## src/design/spc_consts.svh

```systemverilog
// Purpose: named constants of the serial port control block
// Assumes: included by the package and by the port module
// Notes:   counts are in character periods (char_tick_in strobes)
`ifndef SPC_CONSTS_SVH
`define SPC_CONSTS_SVH
`define SPC_A_CTRL      8'h00
`define SPC_A_STATUS    8'h04
`define SPC_A_RXDATA    8'h08
`define SPC_A_RXREL     8'h0c
`define SPC_HSIZE_WORD  3'h2
`define SPC_DIS_MIN     8'hc8
`define SPC_RDY_FLAGS   4'ha
`define SPC_BUF_BYTES   8'h87
`define SPC_NBUF        4
`define SPC_PTR_W       2
`endif

```

## src/design/spc_pkg.sv

```systemverilog
// Purpose: types shared by the serial port control block
// Assumes: constants come from spc_consts.svh
// Notes:   register images are packed structs, lsb field last
`include "spc_consts.svh"
package spc_pkg;
	typedef enum logic [1:0] {SPC_DISABLED, SPC_ENABLED, SPC_READY,
		SPC_CHECK} spc_state_e;
	typedef enum logic [1:0] {SPC_WRAP, SPC_PRIV, SPC_NORMAL} spc_mode_e;
	typedef enum logic [1:0] {SPC_MR_NONE, SPC_MR_PRIV, SPC_MR_NORMAL,
		SPC_MR_WRAP} spc_modereq_e;
	typedef enum logic [1:0] {SPC_F_CTRL, SPC_F_PRIV, SPC_F_APP,
		SPC_F_RSVD} spc_ftype_e;
	typedef enum logic [2:0] {SPC_C_ZERO, SPC_C_DIS, SPC_C_FLAG, SPC_C_ACK,
		SPC_C_RR, SPC_C_DATA} spc_char_e;
	typedef enum logic [1:0] {SPC_SEL_NONE, SPC_SEL_DATA,
		SPC_SEL_CTL} spc_sel_e;
	// decoded receive events, one-cycle strobes
	typedef struct packed {
		logic       flag;      // flag character decoded
		logic       ack_pair;  // acknowledge pair received
		logic       rr_pair;   // buffer-ready pair received
		logic       start;     // frame header seen, ftype valid
		spc_ftype_e ftype;     // frame type at start
		logic       reset_frm; // total/reserved/absolute reset frame
		logic       link_rst;  // link reset frame received
		logic       byte_vld;  // data byte valid
		logic [7:0] data;      // frame byte
		logic       good_end;  // trailing flag, frame good
		logic       err;       // any detected link error
	} spc_rx_s;
	typedef struct packed {
		logic       req;   // frame waiting at the transmit pointer
		spc_ftype_e ftype; // its type
	} spc_txreq_s;
	typedef struct packed {
		logic [26:0]  rsv;
		logic         alert_exit; // recovery ended with alert code
		spc_modereq_e mode_req;
		logic         disable_cmd;
		logic         enable_cmd;
	} spc_ctrl_s;
	typedef struct packed {
		logic [28:0] rsv;
		logic        sel_ctl; // read the control buffer
		logic        rel_ctl;
		logic        rel_data;
	} spc_rel_s;
	typedef struct packed {
		logic [10:0] rsv;
		logic        sel_ctl;
		logic        ctl_full;
		logic        data_full;
		logic        err;
		logic        lrr;
		logic        rr_owed;
		logic        wait_rr;
		logic        ack_owed;
		logic        wait_ack;
		logic [1:0]  rseq;
		logic [1:0]  tseq;
		logic [1:0]  retry;
		logic [1:0]  txp;
		spc_mode_e   mode;
		spc_state_e  state;
	} spc_status_s;
endpackage

```

## src/design/spc_port.sv

```systemverilog
// Purpose: per-port state, mode, pacing and buffer control of a serial link
// Assumes: receive decoder, transmit serializer on sys_clk_in; one
//          char_tick_in strobe per character period
// Notes:   registers on AHB-Lite, zero wait states, always OKAY
//
// The AHB-Lite register port and the register addresses are this design's own decisions.
`include "spc_consts.svh"
`timescale 1ns/1ps
`default_nettype none
module spc_port
	import spc_pkg::*;
(
	input  wire logic        sys_clk_in,
	input  wire logic        resetn_in,
	input  wire logic        hsel_in,
	input  wire logic [31:0] haddr_in,
	input  wire logic [1:0]  htrans_in,
	input  wire logic        hwrite_in,
	input  wire logic [2:0]  hsize_in,
	input  wire logic [31:0] hwdata_in,
	input  wire logic        hready_in,
	output logic             hreadyout_out,
	output logic             hresp_out,
	output logic [31:0]      hrdata_out,
	input  wire logic        char_tick_in,
	input  wire spc_rx_s     rx_in,
	input  wire logic        line_fault_in,
	input  wire spc_txreq_s  tx_req_in,
	input  wire logic        tx_done_in,
	input  wire logic        tx_abort_in,
	output spc_char_e        tx_char_out,
	output logic             tx_go_out,
	output logic             tx_discard_out,
	output logic [3:0]       tx_held_out,
	output logic [1:0]       tx_ptr_out,
	output logic             line_zero_out,
	output logic             loopback_out
);
	// whole state of the port
	typedef struct packed {
		spc_state_e                      state;
		spc_mode_e                       mode;
		logic [7:0]                      dis_cnt;  // chars spent disabled
		logic [3:0]                      flags;    // flags sent in Ready
		logic [1:0]                      tseq;
		logic [1:0]                      rseq;
		logic                            wait_rr;
		logic                            rr_owed;
		logic                            wait_ack;
		logic                            ack_owed;
		logic                            lrr;      // link reset received
		logic                            err;      // error latch
		logic [`SPC_PTR_W-1:0]           txp;
		logic [`SPC_PTR_W-1:0]           retry;
		logic [`SPC_NBUF-1:0]            held;     // unacked tx buffers
		logic                            tx_busy;
		logic                            tx_go;
		logic                            tx_disc;
		spc_char_e                       tx_char;
		spc_sel_e                        rsel;     // current rx target
		logic                            racked;   // rx frame gets ack
		logic [7:0]                      widx;
		logic [`SPC_BUF_BYTES-1:0][7:0]  dbuf;
		logic [`SPC_BUF_BYTES-1:0][7:0]  cbuf;
		logic                            dfull;
		logic                            cfull;
		logic                            sel_ctl;
		logic [7:0]                      ridx;
		spc_ctrl_s                       cmd;      // pending commands
		logic                            wr_pend;
		logic [7:0]                      wr_addr;
		logic [31:0]                     hrdata;
		logic                            hresp;
		logic                            hready;
		logic                            lf1;      // fault synchroniser
		logic                            lf2;
		logic                            lf3;
		logic                            lf;       // filtered fault level
		logic                            wrap;     // wrap copy for the pins
	} spc_regs_s;

	spc_regs_s   r;        // registered state
	spc_regs_s   next_r;   // next state
	spc_status_s stat;     // status register image
	spc_ctrl_s   wctrl;    // write data seen as control
	spc_rel_s    wrel;     // write data seen as release

	assign wctrl = spc_ctrl_s'(hwdata_in);
	assign wrel  = spc_rel_s'(hwdata_in);

	// status image, state and mode as small fields
	always_comb begin
		stat           = '0;
		stat.state     = r.state;
		stat.mode      = r.mode;
		stat.txp       = r.txp;
		stat.retry     = r.retry;
		stat.tseq      = r.tseq;
		stat.rseq      = r.rseq;
		stat.wait_ack  = r.wait_ack;
		stat.ack_owed  = r.ack_owed;
		stat.wait_rr   = r.wait_rr;
		stat.rr_owed   = r.rr_owed;
		stat.lrr       = r.lrr;
		stat.err       = r.err;
		stat.data_full = r.dfull;
		stat.ctl_full  = r.cfull;
		stat.sel_ctl   = r.sel_ctl;
	end

	// next-state logic; later sections override earlier ones, so
	// hardware sets placed after software clears win the same cycle
	always_comb begin
		logic go_dis;   // enter Disabled this cycle
		logic app_like; // application or reserved frame
		logic tx_ok;    // a queued frame may start
		go_dis   = 1'b0;
		app_like = 1'b0;
		tx_ok    = 1'b0;
		next_r         = r;
		next_r.tx_go   = 1'b0;
		next_r.tx_disc = 1'b0;
		next_r.hready  = 1'b1;
		next_r.hresp   = 1'b0;
		next_r.wr_pend = 1'b0;

		// fault pin: three stages, change taken when stage 2 and 3 agree
		next_r.lf1 = line_fault_in;
		next_r.lf2 = r.lf1;
		next_r.lf3 = r.lf2;
		if (r.lf2 == r.lf3) begin
			next_r.lf = r.lf3;
		end

		// bus address phase; read data is ready for the data phase
		if (hsel_in && htrans_in[1] && hready_in) begin
			next_r.hrdata  = '0;
			next_r.wr_addr = haddr_in[7:0];
			next_r.wr_pend = hwrite_in && (hsize_in == `SPC_HSIZE_WORD);
			if (!hwrite_in && haddr_in[7:0] == `SPC_A_STATUS) begin
				next_r.hrdata = 32'(stat);
			end else if (!hwrite_in && haddr_in[7:0] == `SPC_A_RXDATA) begin
				// each read steps the read index through the buffer
				next_r.hrdata[7:0] = r.sel_ctl ? r.cbuf[r.ridx] :
					r.dbuf[r.ridx];
				if (r.ridx < `SPC_BUF_BYTES - 8'h01) begin
					next_r.ridx = r.ridx + 8'h01;
				end
			end
		end

		// bus data phase of a write
		if (r.wr_pend && r.wr_addr == `SPC_A_CTRL) begin
			// commands wait for the next character boundary
			next_r.cmd = wctrl;
		end else if (r.wr_pend && r.wr_addr == `SPC_A_RXREL) begin
			next_r.sel_ctl = wrel.sel_ctl;
			next_r.ridx    = '0;
			if (wrel.rel_data) begin
				next_r.dfull = 1'b0;
			end
			if (wrel.rel_ctl) begin
				next_r.cfull = 1'b0;
			end
		end

		// commands, taken only at a character boundary
		if (char_tick_in) begin
			if (r.cmd.mode_req == SPC_MR_NORMAL) begin
				next_r.mode = SPC_NORMAL;
			end else if (r.cmd.mode_req == SPC_MR_PRIV) begin
				next_r.mode = SPC_PRIV;
			end else if (r.cmd.mode_req == SPC_MR_WRAP) begin
				next_r.mode = SPC_WRAP;
			end
			if (r.cmd.alert_exit && r.mode == SPC_NORMAL) begin
				next_r.mode = SPC_PRIV;
			end
			next_r.cmd.mode_req   = SPC_MR_NONE;
			next_r.cmd.alert_exit = 1'b0;
			next_r.cmd.disable_cmd = 1'b0;
			if (r.cmd.disable_cmd) begin
				go_dis = 1'b1;
			end
			// enable waits until Disabled has lasted its minimum
			if (r.cmd.enable_cmd && (r.state != SPC_DISABLED ||
				r.dis_cnt >= `SPC_DIS_MIN)) begin
				next_r.cmd.enable_cmd = 1'b0;
				if (r.state == SPC_DISABLED) begin
					next_r.state = SPC_ENABLED;
				end
			end
			if (r.state == SPC_DISABLED && r.dis_cnt < `SPC_DIS_MIN) begin
				next_r.dis_cnt = r.dis_cnt + 8'h01;
			end
		end

		// automatic state changes
		unique case (r.state)
			SPC_DISABLED: begin
			end
			SPC_ENABLED: begin
				if (rx_in.flag) begin
					next_r.state = SPC_READY;
					next_r.flags = '0;
				end else if (r.lf && r.mode != SPC_WRAP) begin
					// wrap ignores the line fault detector
					next_r.state = SPC_CHECK;
				end
			end
			SPC_READY: begin
				if (rx_in.err || (rx_in.start && rx_in.link_rst)) begin
					next_r.state = SPC_CHECK;
				end
			end
			SPC_CHECK: begin
			end
		endcase
		if (rx_in.err) begin
			next_r.err = 1'b1;
		end
		if (rx_in.start && rx_in.link_rst && r.state != SPC_DISABLED) begin
			next_r.lrr = 1'b1;
		end

		// transmitter: one character per boundary, by priority
		if (char_tick_in) begin
			if (r.mode == SPC_WRAP && r.state == SPC_DISABLED) begin
				next_r.tx_char = SPC_C_DIS;
			end else if (r.state == SPC_DISABLED) begin
				next_r.tx_char = SPC_C_DIS;
			end else if (r.state == SPC_ENABLED) begin
				next_r.tx_char = SPC_C_FLAG;
			end else if (r.state == SPC_READY && r.flags < `SPC_RDY_FLAGS) begin
				next_r.tx_char = SPC_C_FLAG;
				next_r.flags   = r.flags + 4'h1;
			end else if (r.ack_owed) begin
				next_r.tx_char  = SPC_C_ACK;
				next_r.ack_owed = 1'b0;
			end else if (r.rr_owed && !r.dfull && r.state == SPC_READY) begin
				next_r.tx_char = SPC_C_RR;
				next_r.rr_owed = 1'b0;
			end else if (r.tx_busy) begin
				// a frame under way is finished even in Check
				next_r.tx_char = SPC_C_DATA;
			end else begin
				next_r.tx_char = SPC_C_FLAG;
				tx_ok = tx_req_in.req && !r.held[r.txp] && !r.tx_go;
			end
		end

		// start or discard the frame waiting at the transmit pointer
		app_like = tx_req_in.ftype == SPC_F_APP ||
			tx_req_in.ftype == SPC_F_RSVD;
		if (tx_ok && r.mode == SPC_PRIV && app_like &&
			r.state == SPC_READY) begin
			next_r.tx_disc = 1'b1;
		end else if (tx_ok && tx_req_in.ftype == SPC_F_CTRL &&
			r.state != SPC_ENABLED) begin
			next_r.tx_go   = 1'b1;
			next_r.tx_busy = 1'b1;
		end else if (tx_ok && r.state == SPC_READY && !r.wait_rr) begin
			// started only once a buffer-ready pair has cleared wait_rr
			next_r.tx_go   = 1'b1;
			next_r.tx_busy = 1'b1;
			next_r.wait_rr = 1'b1;
		end
		if (tx_abort_in) begin
			next_r.tx_busy = 1'b0;
		end

		// acknowledge pair frees the oldest held buffer
		if (rx_in.ack_pair && r.wait_ack) begin
			next_r.retry = r.retry + 2'h1;
			next_r.held[r.retry] = 1'b0;
			next_r.wait_ack = 1'b0;
		end
		if (rx_in.rr_pair && r.state != SPC_CHECK) begin
			next_r.wait_rr = 1'b0;
		end
		if (tx_done_in && !tx_abort_in) begin
			next_r.txp = r.txp + 2'h1;
			next_r.tseq = r.tseq + 2'h1;
			next_r.held[r.txp] = 1'b1;
			next_r.wait_ack = 1'b1;
			next_r.tx_busy = 1'b0;
		end

		// receiver: choose a buffer at frame start
		if (rx_in.start) begin
			next_r.rsel   = SPC_SEL_NONE;
			next_r.racked = 1'b0;
			next_r.widx   = '0;
			if (rx_in.ftype == SPC_F_CTRL && (r.state != SPC_DISABLED ||
				rx_in.reset_frm)) begin
				next_r.racked = 1'b1;
				if (!r.dfull) begin
					next_r.rsel = SPC_SEL_DATA;
				end else if (!r.cfull) begin
					next_r.rsel = SPC_SEL_CTL;
				end
			end else if (r.state == SPC_READY) begin
				// check and idle states drop these silently
				next_r.racked = 1'b1;
				if (r.mode == SPC_PRIV && rx_in.ftype != SPC_F_PRIV) begin
					next_r.rsel = SPC_SEL_NONE;
				end else if (!r.dfull) begin
					next_r.rsel = SPC_SEL_DATA;
				end
			end
		end

		// store bytes; overlong frames are clipped at the buffer end
		if (rx_in.byte_vld && r.widx < `SPC_BUF_BYTES) begin
			next_r.widx = r.widx + 8'h01;
			if (r.rsel == SPC_SEL_DATA) begin
				next_r.dbuf[r.widx] = rx_in.data;
			end else if (r.rsel == SPC_SEL_CTL) begin
				next_r.cbuf[r.widx] = rx_in.data;
			end
		end

		// frame end: fill, acknowledge and pace
		if (rx_in.good_end) begin
			next_r.rsel = SPC_SEL_NONE;
			if (r.rsel == SPC_SEL_DATA) begin
				next_r.dfull = 1'b1;
			end else if (r.rsel == SPC_SEL_CTL) begin
				next_r.cfull = 1'b1;
			end
			if (r.racked) begin
				next_r.ack_owed = 1'b1;
				next_r.rr_owed  = 1'b1;
				next_r.rseq     = r.rseq + 2'h1;
			end
			if (r.racked && rx_in.ftype == SPC_F_CTRL && rx_in.reset_frm) begin
				next_r.mode = SPC_PRIV;
				if (r.state != SPC_READY) begin
					go_dis = 1'b1;
				end
			end
		end

		// Disabled entry: only the listed items are initialised
		if (go_dis) begin
			next_r.state    = SPC_DISABLED;
			next_r.dis_cnt  = '0;
			next_r.lrr      = 1'b0;
			next_r.tseq     = '0;
			next_r.rseq     = '0;
			next_r.rr_owed  = 1'b1;
			next_r.wait_rr  = 1'b1;
			next_r.ack_owed = 1'b0;
			next_r.wait_ack = 1'b0;
			next_r.err      = 1'b0;
			next_r.tx_busy  = 1'b0;
		end
		// pins follow the mode from a flop of their own
		next_r.wrap = next_r.mode == SPC_WRAP;
	end

	// one register for the whole port
	always_ff @(posedge sys_clk_in or negedge resetn_in) begin
		if (!resetn_in) begin
			r         <= '0;
			r.state   <= SPC_DISABLED;
			r.mode    <= SPC_WRAP;
			r.wait_rr <= 1'b1;
			r.rr_owed <= 1'b1;
			r.tx_char <= SPC_C_DIS;
			r.hready  <= 1'b1;
			r.wrap    <= 1'b1;
		end else begin
			r <= next_r;
		end
	end

	// outputs straight from the register
	assign hreadyout_out  = r.hready;
	assign hresp_out      = r.hresp;
	assign hrdata_out     = r.hrdata;
	assign tx_char_out    = r.tx_char;
	assign tx_go_out      = r.tx_go;
	assign tx_discard_out = r.tx_disc;
	assign tx_held_out    = r.held;
	assign tx_ptr_out     = r.txp;
	// wrap: serializer loops to the receiver, line held low
	assign line_zero_out  = r.wrap;
	assign loopback_out   = r.wrap;
endmodule
`default_nettype wire

```

## config.mk

```make
export PLATFORM = sky130hd
export DESIGN_NAME = spc_port
export DESIGN_NICKNAME = d
export VERILOG_FILES = /design/src/design/spc_pkg.sv /design/src/design/spc_port.sv
export VERILOG_INCLUDE_DIRS = /design/src /design/src/design
export SDC_FILE = /design/constraint.sdc
export NUM_CORES = 2
export LEC_CHECK = 0
export BUFFER_PORTS_ARGS = -buffer_cell sky130_fd_sc_hd__buf_2
export CAP_MARGIN = 5
export CORE_UTILIZATION = 41
export CTS_CLUSTER_DIAMETER = 120
export DETAILED_ROUTE_END_ITERATION = 16
export PLACE_DENSITY_LB_ADDON = 0.05
export SLEW_MARGIN = 15
export SYNTH_ARGS = -nofsm -noshare
export SYNTH_HDL_FRONTEND = slang
export SYNTH_SLANG_ARGS = --single-unit
```

## constraint.sdc

```tcl
create_clock -name sys_clk_in -period 3.8 [get_ports sys_clk_in]
set_input_delay 0.76 -clock sys_clk_in [delete_from_list [all_inputs] [get_ports sys_clk_in]]
set_output_delay 0.76 -clock sys_clk_in [all_outputs]
set_load 0.05 [all_outputs]
```

### Word level (Yosys, flattened, before mapping)

Index checks and enable logic that the tools add are counted.

* register bits: 2273
* input bits: 100
* output and inout bits: 47
* word-level logic and storage cells: 556

* add/sub/neg operators: 8
* order comparisons: 12
* equal/unequal tests: 23
* muxes and demuxes: 125
* bitwise operators: 5
* reductions and logical operators: 75

Operators with widths (number)
* $mux 1080: 3
* $mux 2168: 1
* $bwmux 1080: 2
* $bmux 8 s8: 2
* $mux 8: 12
* $demux 8 s8: 1
* $mux 1: 51
* $mux 2: 23
* $mux 41: 1
* $logic_and 1x1->1: 37
* $mux 11: 3
* $mux 4: 8
* $add 8x1->8 const B: 3
* $lt 8x8->1 const B: 3
* $mux 3: 8
* $reduce_bool 2->1: 12
* $lt 8x9->1 const B: 2
* $eq 8x4->1 const B: 2
* $mux 5: 3
* $eq 2x2->1 const B: 7
* $mux 13: 1
* $mux 12: 1
* $logic_not 2->1: 5
* $mux 10: 1
* 29 further kinds: 56

### Logic depth before layout (Yosys ltp)

* depth in word-level cells: 21
* gate-level depth with buffers: 14
* mapped depth without buffers: 9

### Least setup slack after synthesis

No wires, ideal clock.

* path kind: register to register
* start: reg r[80] in the netlist's numbering
* end: reg r, in the netlist hrdata_out[2]
* library setup time: 0.126 ns
* data arrival time: 2.621 ns
* data required time: 3.674 ns
* path slack: 1.053 ns
* cell stages (with the launch flop): 10
* buffers on the path: 3
* period minus slack after synthesis: 2.747 ns
* path through: dfrtp_1 > buf_6 > buf_6 > buf_2 > mux4_2 > o21ai_0 > nand2_1 > a2111oi_0 > a221oi_1 > o32a_1

* word-level cells in the longest chain between the ends: 5
* elaborated cells between the ends (all ways): 7
* classes of those cells: 7 x mux

RTL lines
* start, declared: line spc_port.sv:82 `spc_regs_s r;`
* start signal, assigned: line spc_port.sv:374 `r <= next_r;`
* $bmux 8 s8 (on tied branches): line spc_port.sv:145, spc_port.sv:144
* $mux 8 (on tied branches): line spc_port.sv:145, spc_port.sv:144
* $mux 8 *: line spc_port.sv:144 `next_r.hrdata[7:0] = r.sel_ctl ? r.cbuf[r.ridx] :`
* $mux 8 *: line spc_port.sv:142 `` end else if (!hwrite_in && haddr_in[7:0] == `SPC_A_RXDATA) begin ``
* $mux 8 *: line spc_port.sv:140 `` if (!hwrite_in && haddr_in[7:0] == `SPC_A_STATUS) begin ``

Every way passes the cells marked *; elsewhere a longest branch is shown, timed or not. The select of a mux whose other input is x is not followed.
A chain may end at the register's enable or synchronous reset.

### Final worst setup path

* start: reg r[83] in the netlist's numbering
* end: reg r, in the netlist hrdata_out[2]

The elaborated chain is that of the path after synthesis.

==> results.cfg <==
[hold_path]
hp-class = input port to flop

[synthesis]
yosysSeqAreaShare_pct = 54.1
async_flop_share_pct = 100
synth.largest_area_cell = dfrtp_1
synth_area_per_cell_um2 = 14.5
synth_ff_type = dfrtp_1
synth-edff-count = 0
syn_inst = 7197
yosysWarnings = 0
yosysTopAreaCellShare_pct = 54.0
synth.top_cells.by_area = dfrtp_1 54%, mux2_2 23%, mux4_2 8.1%, mux2i_1 3.3%, clkbuf_1 1.4%
ys_types = 85
syn_area_mm2 = 0.105
yosys_register_bits = 2262

[clock_network]
htree_levels = 5
cts_buffer_depth = 4
numCtsBuffers = 278
insertion_delay_ps = 920
root_buffer = clkbuf_16
cts_tree = done
clock_sinks = 2262
clkTransAtPathRegs_ps = 60

[layout]
area_growth_pct = 16.1
fillers = 22100
nets = 7761
layout_commonest_cell = dfrtp_1
mostFrequentLayoutCells = 2,252 x dfrtp_1, 2,182 x mux2_2, 551 x buf_4, 378 x mux4_2, 343 x mux2i_1
finalInstanceArea_mm2 = 0.121
layout-drive-gt1-share_pct = 47.9

[setup_path]
cp_max_fo = 21
cp-end-kind = flop
arrival_ps = 4600
worst_ep_required_time_ps = 4640
path_class = flop to flop
critical_path.startpoint_type = flop

[global_route]
antenna_found_initial = 16
track_usage_pct = 27.0
grt_pass1_wl_mm = 504
grt_overflow = 0
first_global_vias = 67900
grt_max_degree = 125

[drt]
routed-via-count = 65200
vias_per_cell = 5.83
drt_iter0_drc = 4899
wirelength_mm = 345
ant_nets = 0
drc_errors = 4
routedWlPerCell_um = 30.8
drt_pass1_iterations = 11

[floorplanning]
core_mm2 = 0.254
die_area_mm2 = 0.257
fp.dieW_um = 507
io_pins = 147
initial_core_util_pct = 41.2
die_h_um = 507
num_rows = 185

[sta]
relSlewSlack_pct = 24.3
hold_slack_ps = 82.2
post-route-period-util_pct = 98.8
maxSlewViolCount = 0
grt_setup_unrepaired = yes
clock.fmax_mhz = 266
setup_viol = 0
fin_worst_skew_ps = 67.4
min_period_ps = 3750
hold_viol_final = 0
tightest_slew_ps = 1130

[power]
power_w = 0.0530
power.leakage_nw = 57.2
p_per_area_mw_per_mm2 = 436
ir_drop_mv = 0.488

[placed_design]
dp_hpwl_mm = 233
placed_area_mm2 = 0.112
globalplace.congestion = 0.907
port_buffers = 81

[outcome]
failed_checks = DRC
status = finished with violations

[run]
maxCapViolCount = 0
worst paths after layout:
check                                    start                         to  slack [ps]  cells past startpoint
hold / removal                        rx_in[0]        r[2276]$_DFFE_PN0P_          80                      3
setup reg to reg               r[83]$_DFF_PN0_  hrdata_out[2]$_DFFE_PN0P_          50                      5
max in group asynchronous            resetn_in                  async pin        2040                      5
min in group asynchronous            resetn_in                  async pin         380                      2
hold reg to reg            next_r[3]$_DFF_PN0_        next_r[2]$_DFF_PN0_         370                      0
setup / recovery               r[83]$_DFF_PN0_  hrdata_out[2]$_DFFE_PN0P_          50                      5
per-stage QoR:
stage	instances	TNS (ps)	worst slack [ps]	util, %
final	11200	0	45.4	47.8
after global routing	11200	-5.81	-5.81	47.8
after CTS	11200	0	55.9	47.8
after detailed placement	10700	-1340	-569	44.3
after global placement	10700	-1260	-536	44.3
after floorplan	7208	0	1050	-
cells by family (layout without fill, tap and decap cells):
logic type | count (synthesis) | after routing | share of synthesized area [%]
AO/OA/AOI/OAI | 622 | 622 | 4.14
XOR/XNOR | 18 | 18 | 0.151
flip-flops | 2262 | 2262 | 54.1
buffers and inverters | 603 | 1213 | 2.93
multiplexers | 2916 | 2916 | 35.1
AND/OR/NAND/NOR | 752 | 752 | 3.30
other | 2 | 22 | 0.00718
adder cells (fa/ha/maj) | 22 | 22 | 0.261
metal layers:
layer	vias up	routed length, um	global-route usage [%]
li1	27600	-	-
met1	35500	160000	39.2
met2	1587	156000	41.0
met3	497	18000	4.65
met4	6	10900	8.43
met5	-	36	0
synth_stat cells, types with 40 or more instances:
library cell  number
o211ai_1          40
a21oi_1          111
buf_2             50
dfrtp_1         2258
mux4_2           378
clkbuf_1         382
o21ai_0           99
nand3_1           83
a22oi_1          105
mux2_2          2182
nor2_1           221
buf_6             47
nand2_1          262
a221oi_1          83
mux2i_1          343
buf_4             69
timing repair:
item | in CTS | in global routing
hold endpoints to repair | 60 | 0
hold buffers | 4 | 0
endpoints found under the setup margin | 8 | 7
pin swaps | 0 | 0
buffers inserted | 3 | 5
gates resized for setup | 5 | 7
area by class of cell:
type                       count  area [um^2]  share of cell area (%)
antenna                        9         22.5                  0.0185
clock buffer                 407         8160                    6.72
clock inverter                51          688                   0.567
inverter                      26          103                  0.0845
multi-input combinational   4343        45100                    37.1
sequential                  2262        56600                    46.6
tap                         3366         4210                    3.47
timing repair buffer         729         6530                    5.38
worst max-delay path, stage by stage (launching register included):
cell	delay [ps]
dfrtp_4	700
nor3_4	940
buf_4	360
nand3_1	440
o21ai_0	950
o32a_1	260
power breakdown:
part / switching [W] / internal [W] / total (W)
Clock: 0.0103 / 0.0158 / 0.0261
Sequential: 0.000216 / 0.0243 / 0.0246
Combinational: 0.00182 / 0.000570 / 0.00239
No activity file was read; power rests on OpenSTA's default activity.
